<file path="config.mk">
export PLATFORM = sky130hd
export DESIGN_NAME = power_mode_and_clock_control
export DESIGN_NICKNAME = d
export VERILOG_FILES = /design/src/common/power_clock_pkg.sv /design/src/design/power_mode_and_clock_control.sv
export SDC_FILE = /design/constraint.sdc
export NUM_CORES = 1
export LEC_CHECK = 0
export BUFFER_PORTS_ARGS = -buffer_cell sky130_fd_sc_hd__buf_2
export CORE_MARGIN = 2
export CORE_UTILIZATION = 40
export CTS_CLUSTER_DIAMETER = 150
export DETAILED_ROUTE_END_ITERATION = 8
export HOLD_SLACK_MARGIN = 0.08
export PLACE_DENSITY = 0.56
export SETUP_SLACK_MARGIN = 0.15
export SLEW_MARGIN = 10
export SYNTH_ARGS = -nofsm -noshare
export SYNTH_HDL_FRONTEND = slang
export SYNTH_SLANG_ARGS = --single-unit
</file>
<file path="constraint.sdc">
create_clock -name clk -period 2.92 [get_ports clk]
set_input_delay 0.146 -clock clk [delete_from_list [all_inputs] [get_ports clk]]
set_output_delay 0.146 -clock clk [all_outputs]
set_load 0.01 [all_outputs]
</file>
<file path="src/common/power_clock_pkg.sv">
// constants and types shared by the power mode and clock control block
// ---------------------------------------------------------------------
// Summary of operation
// normal mode clocks core and all peripherals; the code clocks only peripherals whose periph_enable_q bit is set
// idle halts core, peripherals clocked, interrupt wakes
// stop: clear select, set stop; reset exits
// shutdown: set select, set stop; pin/por exits
// software selects high freq clock before snooze
// snooze halts clocks, oscillators, regulator low bias
// snooze keeps timers 3/4; four wake events
// unused digital peripherals have clocks gated off
// reset clock is 24.5 MHz divided by 8
// system clock source selectable from eight options
// divider by 1 to 128 in eight settings
// request bits clear on wake, back to normal
// ---------------------------------------------------------------------
package power_clock_pkg;

  // ---------------------------------------------------------------------
  // register offsets, data width and field positions
  // ---------------------------------------------------------------------
  localparam int unsigned ADDR_W = 3;
  localparam int unsigned DATA_W = 8;
  localparam logic [ADDR_W-1:0] OFF_POWER_CONTROL_FIRST = 3'h0;
  localparam logic [ADDR_W-1:0] OFF_POWER_CONTROL_SECOND = 3'h1;
  localparam logic [ADDR_W-1:0] OFF_REGULATOR_CONTROL = 3'h2;
  localparam logic [ADDR_W-1:0] OFF_CLOCK_SELECT = 3'h3;
  localparam logic [ADDR_W-1:0] OFF_PERIPH_CLOCK_ENABLE = 3'h4;
  localparam logic [ADDR_W-1:0] OFF_MODE_STATUS = 3'h5;

  localparam int unsigned POS_IDLE = 0;
  localparam int unsigned POS_STOP = 1;
  localparam int unsigned POS_SNOOZE = 0;
  localparam int unsigned POS_SHUTDOWN_SELECT = 0;
  localparam int unsigned POS_SRC_LSB = 0;
  localparam int unsigned POS_DIV_LSB = 4;
  localparam int unsigned POS_MODE_LSB = 0;
  localparam int unsigned POS_HF_ON = 4;
  localparam int unsigned POS_FS_ON = 5;
  localparam int unsigned POS_LOW_BIAS = 6;

  // ---------------------------------------------------------------------
  // clock sources, divider and reset values
  // ---------------------------------------------------------------------
  localparam int unsigned NUM_SRC = 8;
  localparam logic [2:0] SRC_HF_49 = 3'h0;
  localparam logic [2:0] SRC_FS_10 = 3'h1;
  localparam logic [2:0] SRC_LF_80K = 3'h2;
  localparam logic [2:0] SRC_EXT = 3'h3;
  localparam logic [2:0] SRC_HF_24P5 = 3'h4;
  localparam logic [2:0] SRC_HF_24P5_DIV1P5 = 3'h5;
  localparam logic [2:0] SRC_FS_2P5 = 3'h6;
  localparam logic [2:0] SRC_HF_49_DIV1P5 = 3'h7;

  localparam logic [2:0] RST_SRC = SRC_HF_24P5;
  localparam logic [2:0] RST_DIV = 3'h3;
  localparam logic [7:0] RST_PERIPH_ENABLE = 8'h00;
  localparam int unsigned DIV_CNT_W = 7;
  localparam logic [2:0] LF_TIMER_DIV_LAST = 3'h7;

  // ---------------------------------------------------------------------
  // power modes
  // ---------------------------------------------------------------------
  typedef enum logic [2:0] {
    MODE_NORMAL = 3'b000,
    MODE_IDLE = 3'b001,
    MODE_STOP = 3'b010,
    MODE_SNOOZE = 3'b011,
    MODE_SHUTDOWN = 3'b100
  } power_mode_t;

endpackage

</file>
<file path="src/design/power_mode_and_clock_control.sv">
// power mode sequencing and system clock selection and division
//
// The register offsets and the strobed register port are this design's own decisions.
`timescale 1ns/1ps
`default_nettype none

module power_mode_and_clock_control #(
  parameter int unsigned NUM_PERIPH = 8
) (
  input wire logic clk,
  input wire logic rst,
  // register port
  input wire logic [power_clock_pkg::ADDR_W-1:0] reg_addr,
  input wire logic [power_clock_pkg::DATA_W-1:0] reg_wdata,
  input wire logic reg_wr,
  input wire logic reg_rd,
  output logic [power_clock_pkg::DATA_W-1:0] reg_rdata,
  // raw oscillator outputs, asynchronous to clk
  input wire logic [power_clock_pkg::NUM_SRC-1:0] source_clock_in,
  // wake and exit sources
  input wire logic interrupt_pending,
  input wire logic timer4_event,
  input wire logic port_match_event,
  input wire logic comparator0_in,
  input wire logic configurable_logic_unit_irq_event,
  input wire logic soft_reset_event,
  // clock enables and power controls
  output logic system_clock_tick,
  output logic core_clock_en,
  output logic [NUM_PERIPH-1:0] periph_clock_en,
  output logic timer34_low_freq_tick,
  output logic high_freq_oscillator_en,
  output logic fast_startup_oscillator_en,
  output logic regulator_low_bias,
  output logic internal_power_off,
  output logic pin_state_hold,
  output logic core_halted
);
  import power_clock_pkg::*;

  if (NUM_PERIPH < 1 || NUM_PERIPH > DATA_W) begin : g_bad_periph
    $error("NUM_PERIPH must lie between 1 and the register width");
  end

  // ---------------------------------------------------------------------
  // helpers
  // ---------------------------------------------------------------------
  function automatic logic is_high_freq_source(input logic [2:0] src);
    is_high_freq_source = (src == SRC_HF_49) || (src == SRC_HF_24P5) ||
                          (src == SRC_HF_24P5_DIV1P5) || (src == SRC_HF_49_DIV1P5);
  endfunction

  function automatic logic is_fast_startup_source(input logic [2:0] src);
    is_fast_startup_source = (src == SRC_FS_10) || (src == SRC_FS_2P5);
  endfunction

  // stop and shutdown both freeze the pins
  function automatic logic holds_pins(input power_mode_t m);
    holds_pins = (m == MODE_STOP) || (m == MODE_SHUTDOWN);
  endfunction

  function automatic logic clocks_peripherals(input power_mode_t m);
    clocks_peripherals = (m == MODE_NORMAL) || (m == MODE_IDLE);
  endfunction

  // ---------------------------------------------------------------------
  // state
  // ---------------------------------------------------------------------
  power_mode_t mode_q;
  power_mode_t mode_d;
  logic idle_req_q;
  logic stop_req_q;
  logic snooze_req_q;
  logic shutdown_select_q;
  logic [2:0] src_sel_q;
  logic [2:0] div_sel_q;
  logic [NUM_PERIPH-1:0] periph_enable_q;
  logic [DIV_CNT_W-1:0] div_cnt_q;
  logic [2:0] lf_cnt_q;
  logic [NUM_SRC-1:0] src_s1_q;
  logic [NUM_SRC-1:0] src_s2_q;
  logic [NUM_SRC-1:0] src_s3_q;
  logic [NUM_SRC-1:0] src_level_q;
  logic [NUM_SRC-1:0] src_rise;
  logic cmp_s1_q;
  logic cmp_s2_q;
  logic cmp_s3_q;
  logic cmp_level_q;
  logic cmp_fall;
  logic wr_first;
  logic wr_second;
  logic wr_clock_select;
  logic snooze_wake;
  logic src_running;
  logic sel_rise;
  logic div_done;
  logic [DIV_CNT_W-1:0] div_last;

  assign wr_first = reg_wr && (reg_addr == OFF_POWER_CONTROL_FIRST);
  assign wr_second = reg_wr && (reg_addr == OFF_POWER_CONTROL_SECOND);
  assign wr_clock_select = reg_wr && (reg_addr == OFF_CLOCK_SELECT);

  // ---------------------------------------------------------------------
  // synchronisers for oscillator lines and comparator
  // ---------------------------------------------------------------------
  // a new level is accepted only once the second and third stages agree,
  // which keeps a single metastable sample from making a false edge
  // a source already high at release counts one rise, which only moves the first tick
  genvar gi;
  for (gi = 0; gi < NUM_SRC; gi++) begin : g_src_sync
    always_ff @(posedge clk or posedge rst) begin
      if (rst) begin
        src_s1_q[gi] <= 1'b0;
        src_s2_q[gi] <= 1'b0;
        src_s3_q[gi] <= 1'b0;
        src_level_q[gi] <= 1'b0;
      end else begin
        src_s1_q[gi] <= source_clock_in[gi];
        src_s2_q[gi] <= src_s1_q[gi];
        src_s3_q[gi] <= src_s2_q[gi];
        if (src_s2_q[gi] == src_s3_q[gi]) begin
          src_level_q[gi] <= src_s3_q[gi];
        end
      end
    end
    assign src_rise[gi] = (src_s2_q[gi] == src_s3_q[gi]) && src_s3_q[gi] && !src_level_q[gi];
  end

  always_ff @(posedge clk or posedge rst) begin
    if (rst) begin
      cmp_s1_q <= 1'b0;
      cmp_s2_q <= 1'b0;
      cmp_s3_q <= 1'b0;
      cmp_level_q <= 1'b0;
    end else begin
      cmp_s1_q <= comparator0_in;
      cmp_s2_q <= cmp_s1_q;
      cmp_s3_q <= cmp_s2_q;
      if (cmp_s2_q == cmp_s3_q) begin
        cmp_level_q <= cmp_s3_q;
      end
    end
  end

  assign cmp_fall = (cmp_s2_q == cmp_s3_q) && !cmp_s3_q && cmp_level_q;

  // ---------------------------------------------------------------------
  // mode sequencing
  // ---------------------------------------------------------------------
  assign snooze_wake = timer4_event || port_match_event || cmp_fall ||
                       configurable_logic_unit_irq_event;

  always_comb begin
    mode_d = mode_q;
    case (mode_q)
      MODE_NORMAL: begin
        if (wr_first && reg_wdata[POS_STOP]) begin
          // the select bit is sampled here, so it must be written first
          mode_d = shutdown_select_q ? MODE_SHUTDOWN : MODE_STOP;
        end else if (wr_first && reg_wdata[POS_IDLE]) begin
          mode_d = MODE_IDLE;
        end else if (wr_second && reg_wdata[POS_SNOOZE]) begin
          mode_d = MODE_SNOOZE;
        end
      end
      MODE_IDLE: begin
        if (interrupt_pending) begin
          mode_d = MODE_NORMAL;
        end
      end
      MODE_STOP: begin
        if (soft_reset_event) begin
          mode_d = MODE_NORMAL;
        end
      end
      MODE_SNOOZE: begin
        if (snooze_wake) begin
          mode_d = MODE_NORMAL;
        end
      end
      // only the block reset, driven by pin or power-on reset, leaves here
      MODE_SHUTDOWN: mode_d = MODE_SHUTDOWN;
      default: mode_d = MODE_NORMAL;
    endcase
  end

  always_ff @(posedge clk or posedge rst) begin
    if (rst) begin
      mode_q <= MODE_NORMAL;
    end else begin
      mode_q <= mode_d;
    end
  end

  // request bits mirror the mode and drop on wake
  always_ff @(posedge clk or posedge rst) begin
    if (rst) begin
      idle_req_q <= 1'b0;
      stop_req_q <= 1'b0;
      snooze_req_q <= 1'b0;
    end else begin
      idle_req_q <= (mode_d == MODE_IDLE);
      stop_req_q <= holds_pins(mode_d);
      snooze_req_q <= (mode_d == MODE_SNOOZE);
    end
  end

  // ---------------------------------------------------------------------
  // configuration registers
  // ---------------------------------------------------------------------
  always_ff @(posedge clk or posedge rst) begin
    if (rst) begin
      shutdown_select_q <= 1'b0;
    end else if (reg_wr && reg_addr == OFF_REGULATOR_CONTROL) begin
      shutdown_select_q <= reg_wdata[POS_SHUTDOWN_SELECT];
    end
  end

  always_ff @(posedge clk or posedge rst) begin
    if (rst) begin
      src_sel_q <= RST_SRC;
      div_sel_q <= RST_DIV;
    end else if (wr_clock_select) begin
      src_sel_q <= reg_wdata[POS_SRC_LSB +: 3];
      div_sel_q <= reg_wdata[POS_DIV_LSB +: 3];
    end
  end

  always_ff @(posedge clk or posedge rst) begin
    if (rst) begin
      periph_enable_q <= RST_PERIPH_ENABLE[NUM_PERIPH-1:0];
    end else if (reg_wr && reg_addr == OFF_PERIPH_CLOCK_ENABLE) begin
      periph_enable_q <= reg_wdata[NUM_PERIPH-1:0];
    end
  end

  // ---------------------------------------------------------------------
  // source selection and divider
  // ---------------------------------------------------------------------
  // a stopped oscillator yields no edges, so the divider freezes with it
  assign src_running = (is_high_freq_source(src_sel_q) && high_freq_oscillator_en) ||
                       (is_fast_startup_source(src_sel_q) && fast_startup_oscillator_en) ||
                       (src_sel_q == SRC_LF_80K) || (src_sel_q == SRC_EXT);
  assign sel_rise = src_rise[src_sel_q] && src_running;
  assign div_last = DIV_CNT_W'((8'h01 << div_sel_q) - 8'h01);
  assign div_done = (div_cnt_q >= div_last);

  always_ff @(posedge clk or posedge rst) begin
    if (rst) begin
      div_cnt_q <= '0;
    end else if (wr_clock_select) begin
      div_cnt_q <= '0;
    end else if (sel_rise) begin
      div_cnt_q <= div_done ? '0 : div_cnt_q + 1'b1;
    end
  end

  always_ff @(posedge clk or posedge rst) begin
    if (rst) begin
      system_clock_tick <= 1'b0;
    end else begin
      system_clock_tick <= sel_rise && div_done;
    end
  end

  // ---------------------------------------------------------------------
  // clock gating and power controls
  // ---------------------------------------------------------------------
  // gating is combinational on the tick so a halted core sees no stray edge
  assign core_clock_en = system_clock_tick && (mode_q == MODE_NORMAL);

  for (gi = 0; gi < NUM_PERIPH; gi++) begin : g_periph_gate
    assign periph_clock_en[gi] = system_clock_tick && periph_enable_q[gi] &&
      clocks_peripherals(mode_q);
  end

  always_ff @(posedge clk or posedge rst) begin
    if (rst) begin
      high_freq_oscillator_en <= 1'b1;
      fast_startup_oscillator_en <= 1'b1;
      regulator_low_bias <= 1'b0;
      internal_power_off <= 1'b0;
      pin_state_hold <= 1'b0;
      core_halted <= 1'b0;
    end else begin
      high_freq_oscillator_en <= clocks_peripherals(mode_d);
      fast_startup_oscillator_en <= (mode_d != MODE_SNOOZE) &&
                                    (mode_d != MODE_SHUTDOWN);
      regulator_low_bias <= (mode_d == MODE_SNOOZE);
      internal_power_off <= (mode_d == MODE_SHUTDOWN);
      pin_state_hold <= holds_pins(mode_d);
      core_halted <= (mode_d != MODE_NORMAL);
    end
  end

  // low-frequency oscillator divided by eight keeps timers 3 and 4 alive
  always_ff @(posedge clk or posedge rst) begin
    if (rst) begin
      lf_cnt_q <= '0;
      timer34_low_freq_tick <= 1'b0;
    end else begin
      timer34_low_freq_tick <= 1'b0;
      if (src_rise[SRC_LF_80K] && mode_q != MODE_SHUTDOWN) begin
        lf_cnt_q <= lf_cnt_q + 1'b1;
        timer34_low_freq_tick <= (lf_cnt_q == LF_TIMER_DIV_LAST);
      end
    end
  end

  // ---------------------------------------------------------------------
  // read port
  // ---------------------------------------------------------------------
  always_ff @(posedge clk or posedge rst) begin
    if (rst) begin
      reg_rdata <= '0;
    end else if (reg_rd) begin
      reg_rdata <= '0;
      case (reg_addr)
        OFF_POWER_CONTROL_FIRST: begin
          reg_rdata[POS_IDLE] <= idle_req_q;
          reg_rdata[POS_STOP] <= stop_req_q;
        end
        OFF_POWER_CONTROL_SECOND: reg_rdata[POS_SNOOZE] <= snooze_req_q;
        OFF_REGULATOR_CONTROL: reg_rdata[POS_SHUTDOWN_SELECT] <= shutdown_select_q;
        OFF_CLOCK_SELECT: begin
          reg_rdata[POS_SRC_LSB +: 3] <= src_sel_q;
          reg_rdata[POS_DIV_LSB +: 3] <= div_sel_q;
        end
        OFF_PERIPH_CLOCK_ENABLE: reg_rdata[NUM_PERIPH-1:0] <= periph_enable_q;
        OFF_MODE_STATUS: begin
          reg_rdata[POS_MODE_LSB +: 3] <= mode_q;
          reg_rdata[POS_HF_ON] <= high_freq_oscillator_en;
          reg_rdata[POS_FS_ON] <= fast_startup_oscillator_en;
          reg_rdata[POS_LOW_BIAS] <= regulator_low_bias;
        end
        default: reg_rdata <= '0;
      endcase
    end else begin
      reg_rdata <= '0;
    end
  end

endmodule

`default_nettype wire

</file>
==> impl_metrics.toml <==
[finish]
ff_latch_area_um2 = 2030
multi_input_area_um2 = 1440
num_antenna_cells = 0
drive_gt1_share_pct = 27.4
nNetsFinal = 423
post-route-util_pct = 50.2
syn2layout_area_growth_pct = 22.6
fillers = 808

[synth]
ys_top_cells_by_count = "76 x dfrtp_1, 25 x nand2_1, 20 x mux2_2, 19 x ha_1, 18 x nor2_1"
syn_avg_cell_area_um2 = 12.0
ys_seq_area_share_pct = 57.3
yosysTopAreaCell = "dfrtp_1"
postSynthCellCount = 297
syn_area_um2 = 3550
yosys_warnings = 0
netlist.area_leader.share_pct = 53.6
synth.most_common_cell = "dfrtp_1"
synth.distinct_cells = 48
synth-edff-count = 0
synth.area.top_cells = "dfrtp_1 54%, ha_1 6.7%, mux2_2 6.3%"
synthArstFlopShare_pct = 100
syn_nets = 345
synth_seq_cells = 81
ys.flop_type = "dfrtp_1"

[route]
drcViolationCount = 0
avgViaCountPerCell = 5.13
routed-wl-met2_mm = 3.24
wl_mm = 7.10
drt_iter0_drc = 92
dr.pass1.iters = 4
wl_met1_mm = 3.40
wl_met3_um = 334
num_vias = 2502
ant_nets = 0
highest_layer = "met4"
post_drt_wl_per_cell_um = 14.6

[cts]
path_clk_slew_ns = 0.08
clock_path_buffers = 2
htreeDepth = 3
cts_root_buf = "clkbuf_8"
cts_made_buffers = 9
clock-sinks = 81
cts_resized = 0
cts_tree = "built"
clkLatencyLatePin_ns = 0.35

[global_route]
grt_pass1_wl_mm = 12.5
grtUsageTotal_pct = 16.2
antenna_found_initial = 0
grt-ovfl-total = 0
grt_start_max_net_pins = 44
first_global_vias = 2560

[power_and_ir_drop]
cellLeakagePower_nw = 2.10
max-vdd-ir-drop_v = 0.000317
power_density_nw_per_um2 = 700

[worst_hold_path]
hold_class = "input pin to flip-flop"

[critical_path]
cpMaxStageDelayCell = "or4b_1"
critPathBufInv = 0
worstPathMaxFanout = 8
start_kind = "flip-flop"
critPathArrivalTime_ns = 2.86
path_class = "flip-flop to flip-flop"
end_kind = "flip-flop"
cp_cell_sequence = "or3_1 -> ha_1 -> nand2b_1 -> a211o_1 -> a221oi_4 -> or4b_1 -> a21oi_1"
critPathTopFamily = "simple AND/OR/NAND/NOR gates"
crit_path_max_incr_delay_ns = 0.47
required_ns = 3.20

[sta]
setup-tns-final_ns = 0
drv_slew = 0
min_period_over_period_pct = 88.4
fmax_mhz = 387
rsz0062_at_grt = "false"
final.min_clock_period_ns = 2.58
fin_hold_ws_ns = 0.104
fin_skew_ns = 0.00755
finalHoldViolations = 0
setup_viol = 0
slew_headroom_pct = 45.2
worst-slew-pin-transition_ns = 0.802

[floorplanning]
io_pins = 54
num_rows = 34
die_h_um = 98.2
core_um2 = 8680
die-area_um2 = 9650
die_x_um = 98.2
start_util_pct = 40.9

[run]
drv_cap = 0

[placement]
gpl.final_weighted_congestion = 0.822
dpl.hpwl_mm = 4.93
port_buffers = 53

[run_status]
status = "finished clean"
[layer usage]
layer,vias to the layer above,GRT usage (%)
met5,-,0
met4,0,6.32
met3,11,2.86
met2,59,25.0
met1,1209,23.0
li1,1223,-
[worst reg2reg max path: stages, from the launching register on]
cell	delay [ns]
dfrtp_1	0.45
or3_1	0.39
ha_1	0.27
nand2b_1	0.15
a211o_1	0.32
a221oi_4	0.32
or4b_1	0.47
a21oi_1	0.15
[timing repair]
action | 4_1_cts | 5_1_grt
hold endpoints to repair | 64 | 0
setup endpoints to repair | 0 | 1
setup buffers | 0 | 0
hold buffers | 19 | 0
[power by group]
group	switching, W	internal, W
sequential	0.000164	0.00130
combinational	0.000375	0.000367
clock	0.000418	0.000420
[per-stage QoR]
stage / power (W) / worst slack [ns] / std cells / cell area, um^2
2_1_floorplan: 0.00196 / 0.398 / 297 / 3550
3_3_place_gp: 0.00220 / 0.356 / 453 / 3960
3_5_place_dp: 0.00222 / 0.329 / 453 / 3960
4_1_cts: 0.00309 / 0.307 / 488 / 4350
5_1_grt: 0.00327 / 0.151 / 488 / 4350
6_report: 0.00305 / 0.338 / 488 / 4350
[cell type report]
type                            count  share of cell area [%]
Timing Repair Buffer               76                    11.4
Sequential cell                    81                    46.7
Inverter                           11                   0.977
Tap cell                          108                    3.10
Clock buffer                       10                    3.16
Clock inverter                      6                    1.52
Multi-Input combinational cell    196                    33.1
[sequential cells by signal, summed over array words and instances (netlist names), 3 cells and up]
name / cells
src_level_q: 8
div_cnt_q: 7
mode_q: 3
src_s2_q: 8
periph_enable_q: 8
reg_rdata: 8
div_sel_q: 3
src_sel_q: 3
src_s1_q: 8
src_s3_q: 8
lf_cnt_q: 3
[cells by family (layout without fill, tap and decap cells)]
family / after synthesis / in the layout / synth area share (%)
adder cells (fa/ha/maj): 19 / 19 / 6.69
buffers and inverters: 20 / 103 / 2.18
flip-flops: 81 / 81 / 57.3
AND/OR/NAND/NOR: 98 / 98 / 14.5
AO/OA/AOI/OAI: 51 / 51 / 10.8
XOR/XNOR: 1 / 1 / 0.247
multiplexers: 27 / 27 / 8.32
[placed cells by master (no fill, tap or decap), types with 3 or more instances in the layout]
master | synthesis | layout
nand2_1 | 25 | 25
dfstp_2 | 5 | 5
inv_1 | 11 | 10
buf_4 | 0 | 3
a211o_1 | 6 | 6
a32o_1 | 6 | 6
dlygate4sd3_1 | 0 | 19
clkinvlp_4 | 0 | 3
o21ai_0 | 8 | 8
buf_2 | 2 | 53
nor3_1 | 8 | 8
nor2b_1 | 8 | 8
a21o_1 | 3 | 3
nand3_1 | 6 | 6
and3_1 | 9 | 9
nand2b_1 | 6 | 6
nor2_1 | 18 | 18
mux2i_1 | 7 | 7
ha_1 | 19 | 19
a21oi_1 | 11 | 11
dfrtp_1 | 76 | 76
mux2_2 | 20 | 20
and2_1 | 5 | 5
clkbuf_8 | 0 | 10
[path summary, 6_finish.rpt]
path,startpoint,end,slack (ns),cells after the start
min in group asynchronous,rst,src_s3_q[3]$_DFF_PP0_,0.44,3
setup reg to reg,div_sel_q[2]$_DFFE_PP0P_,div_cnt_q[0]$_DFFE_PP0P_,0.34,7
setup / recovery,div_sel_q[2]$_DFFE_PP0P_,div_cnt_q[0]$_DFFE_PP0P_,0.34,7
hold reg to reg,src_s1_q[0]$_DFF_PP0_,src_s2_q[0]$_DFF_PP0_,0.35,0
hold / removal,reg_addr[1],reg_rdata[7]$_DFF_PP0_,0.10,2
max in group asynchronous,rst,high_freq_oscillator_en$_DFF_PP1_,1.77,4
Note: power is estimated with default switching activity, not from simulation.
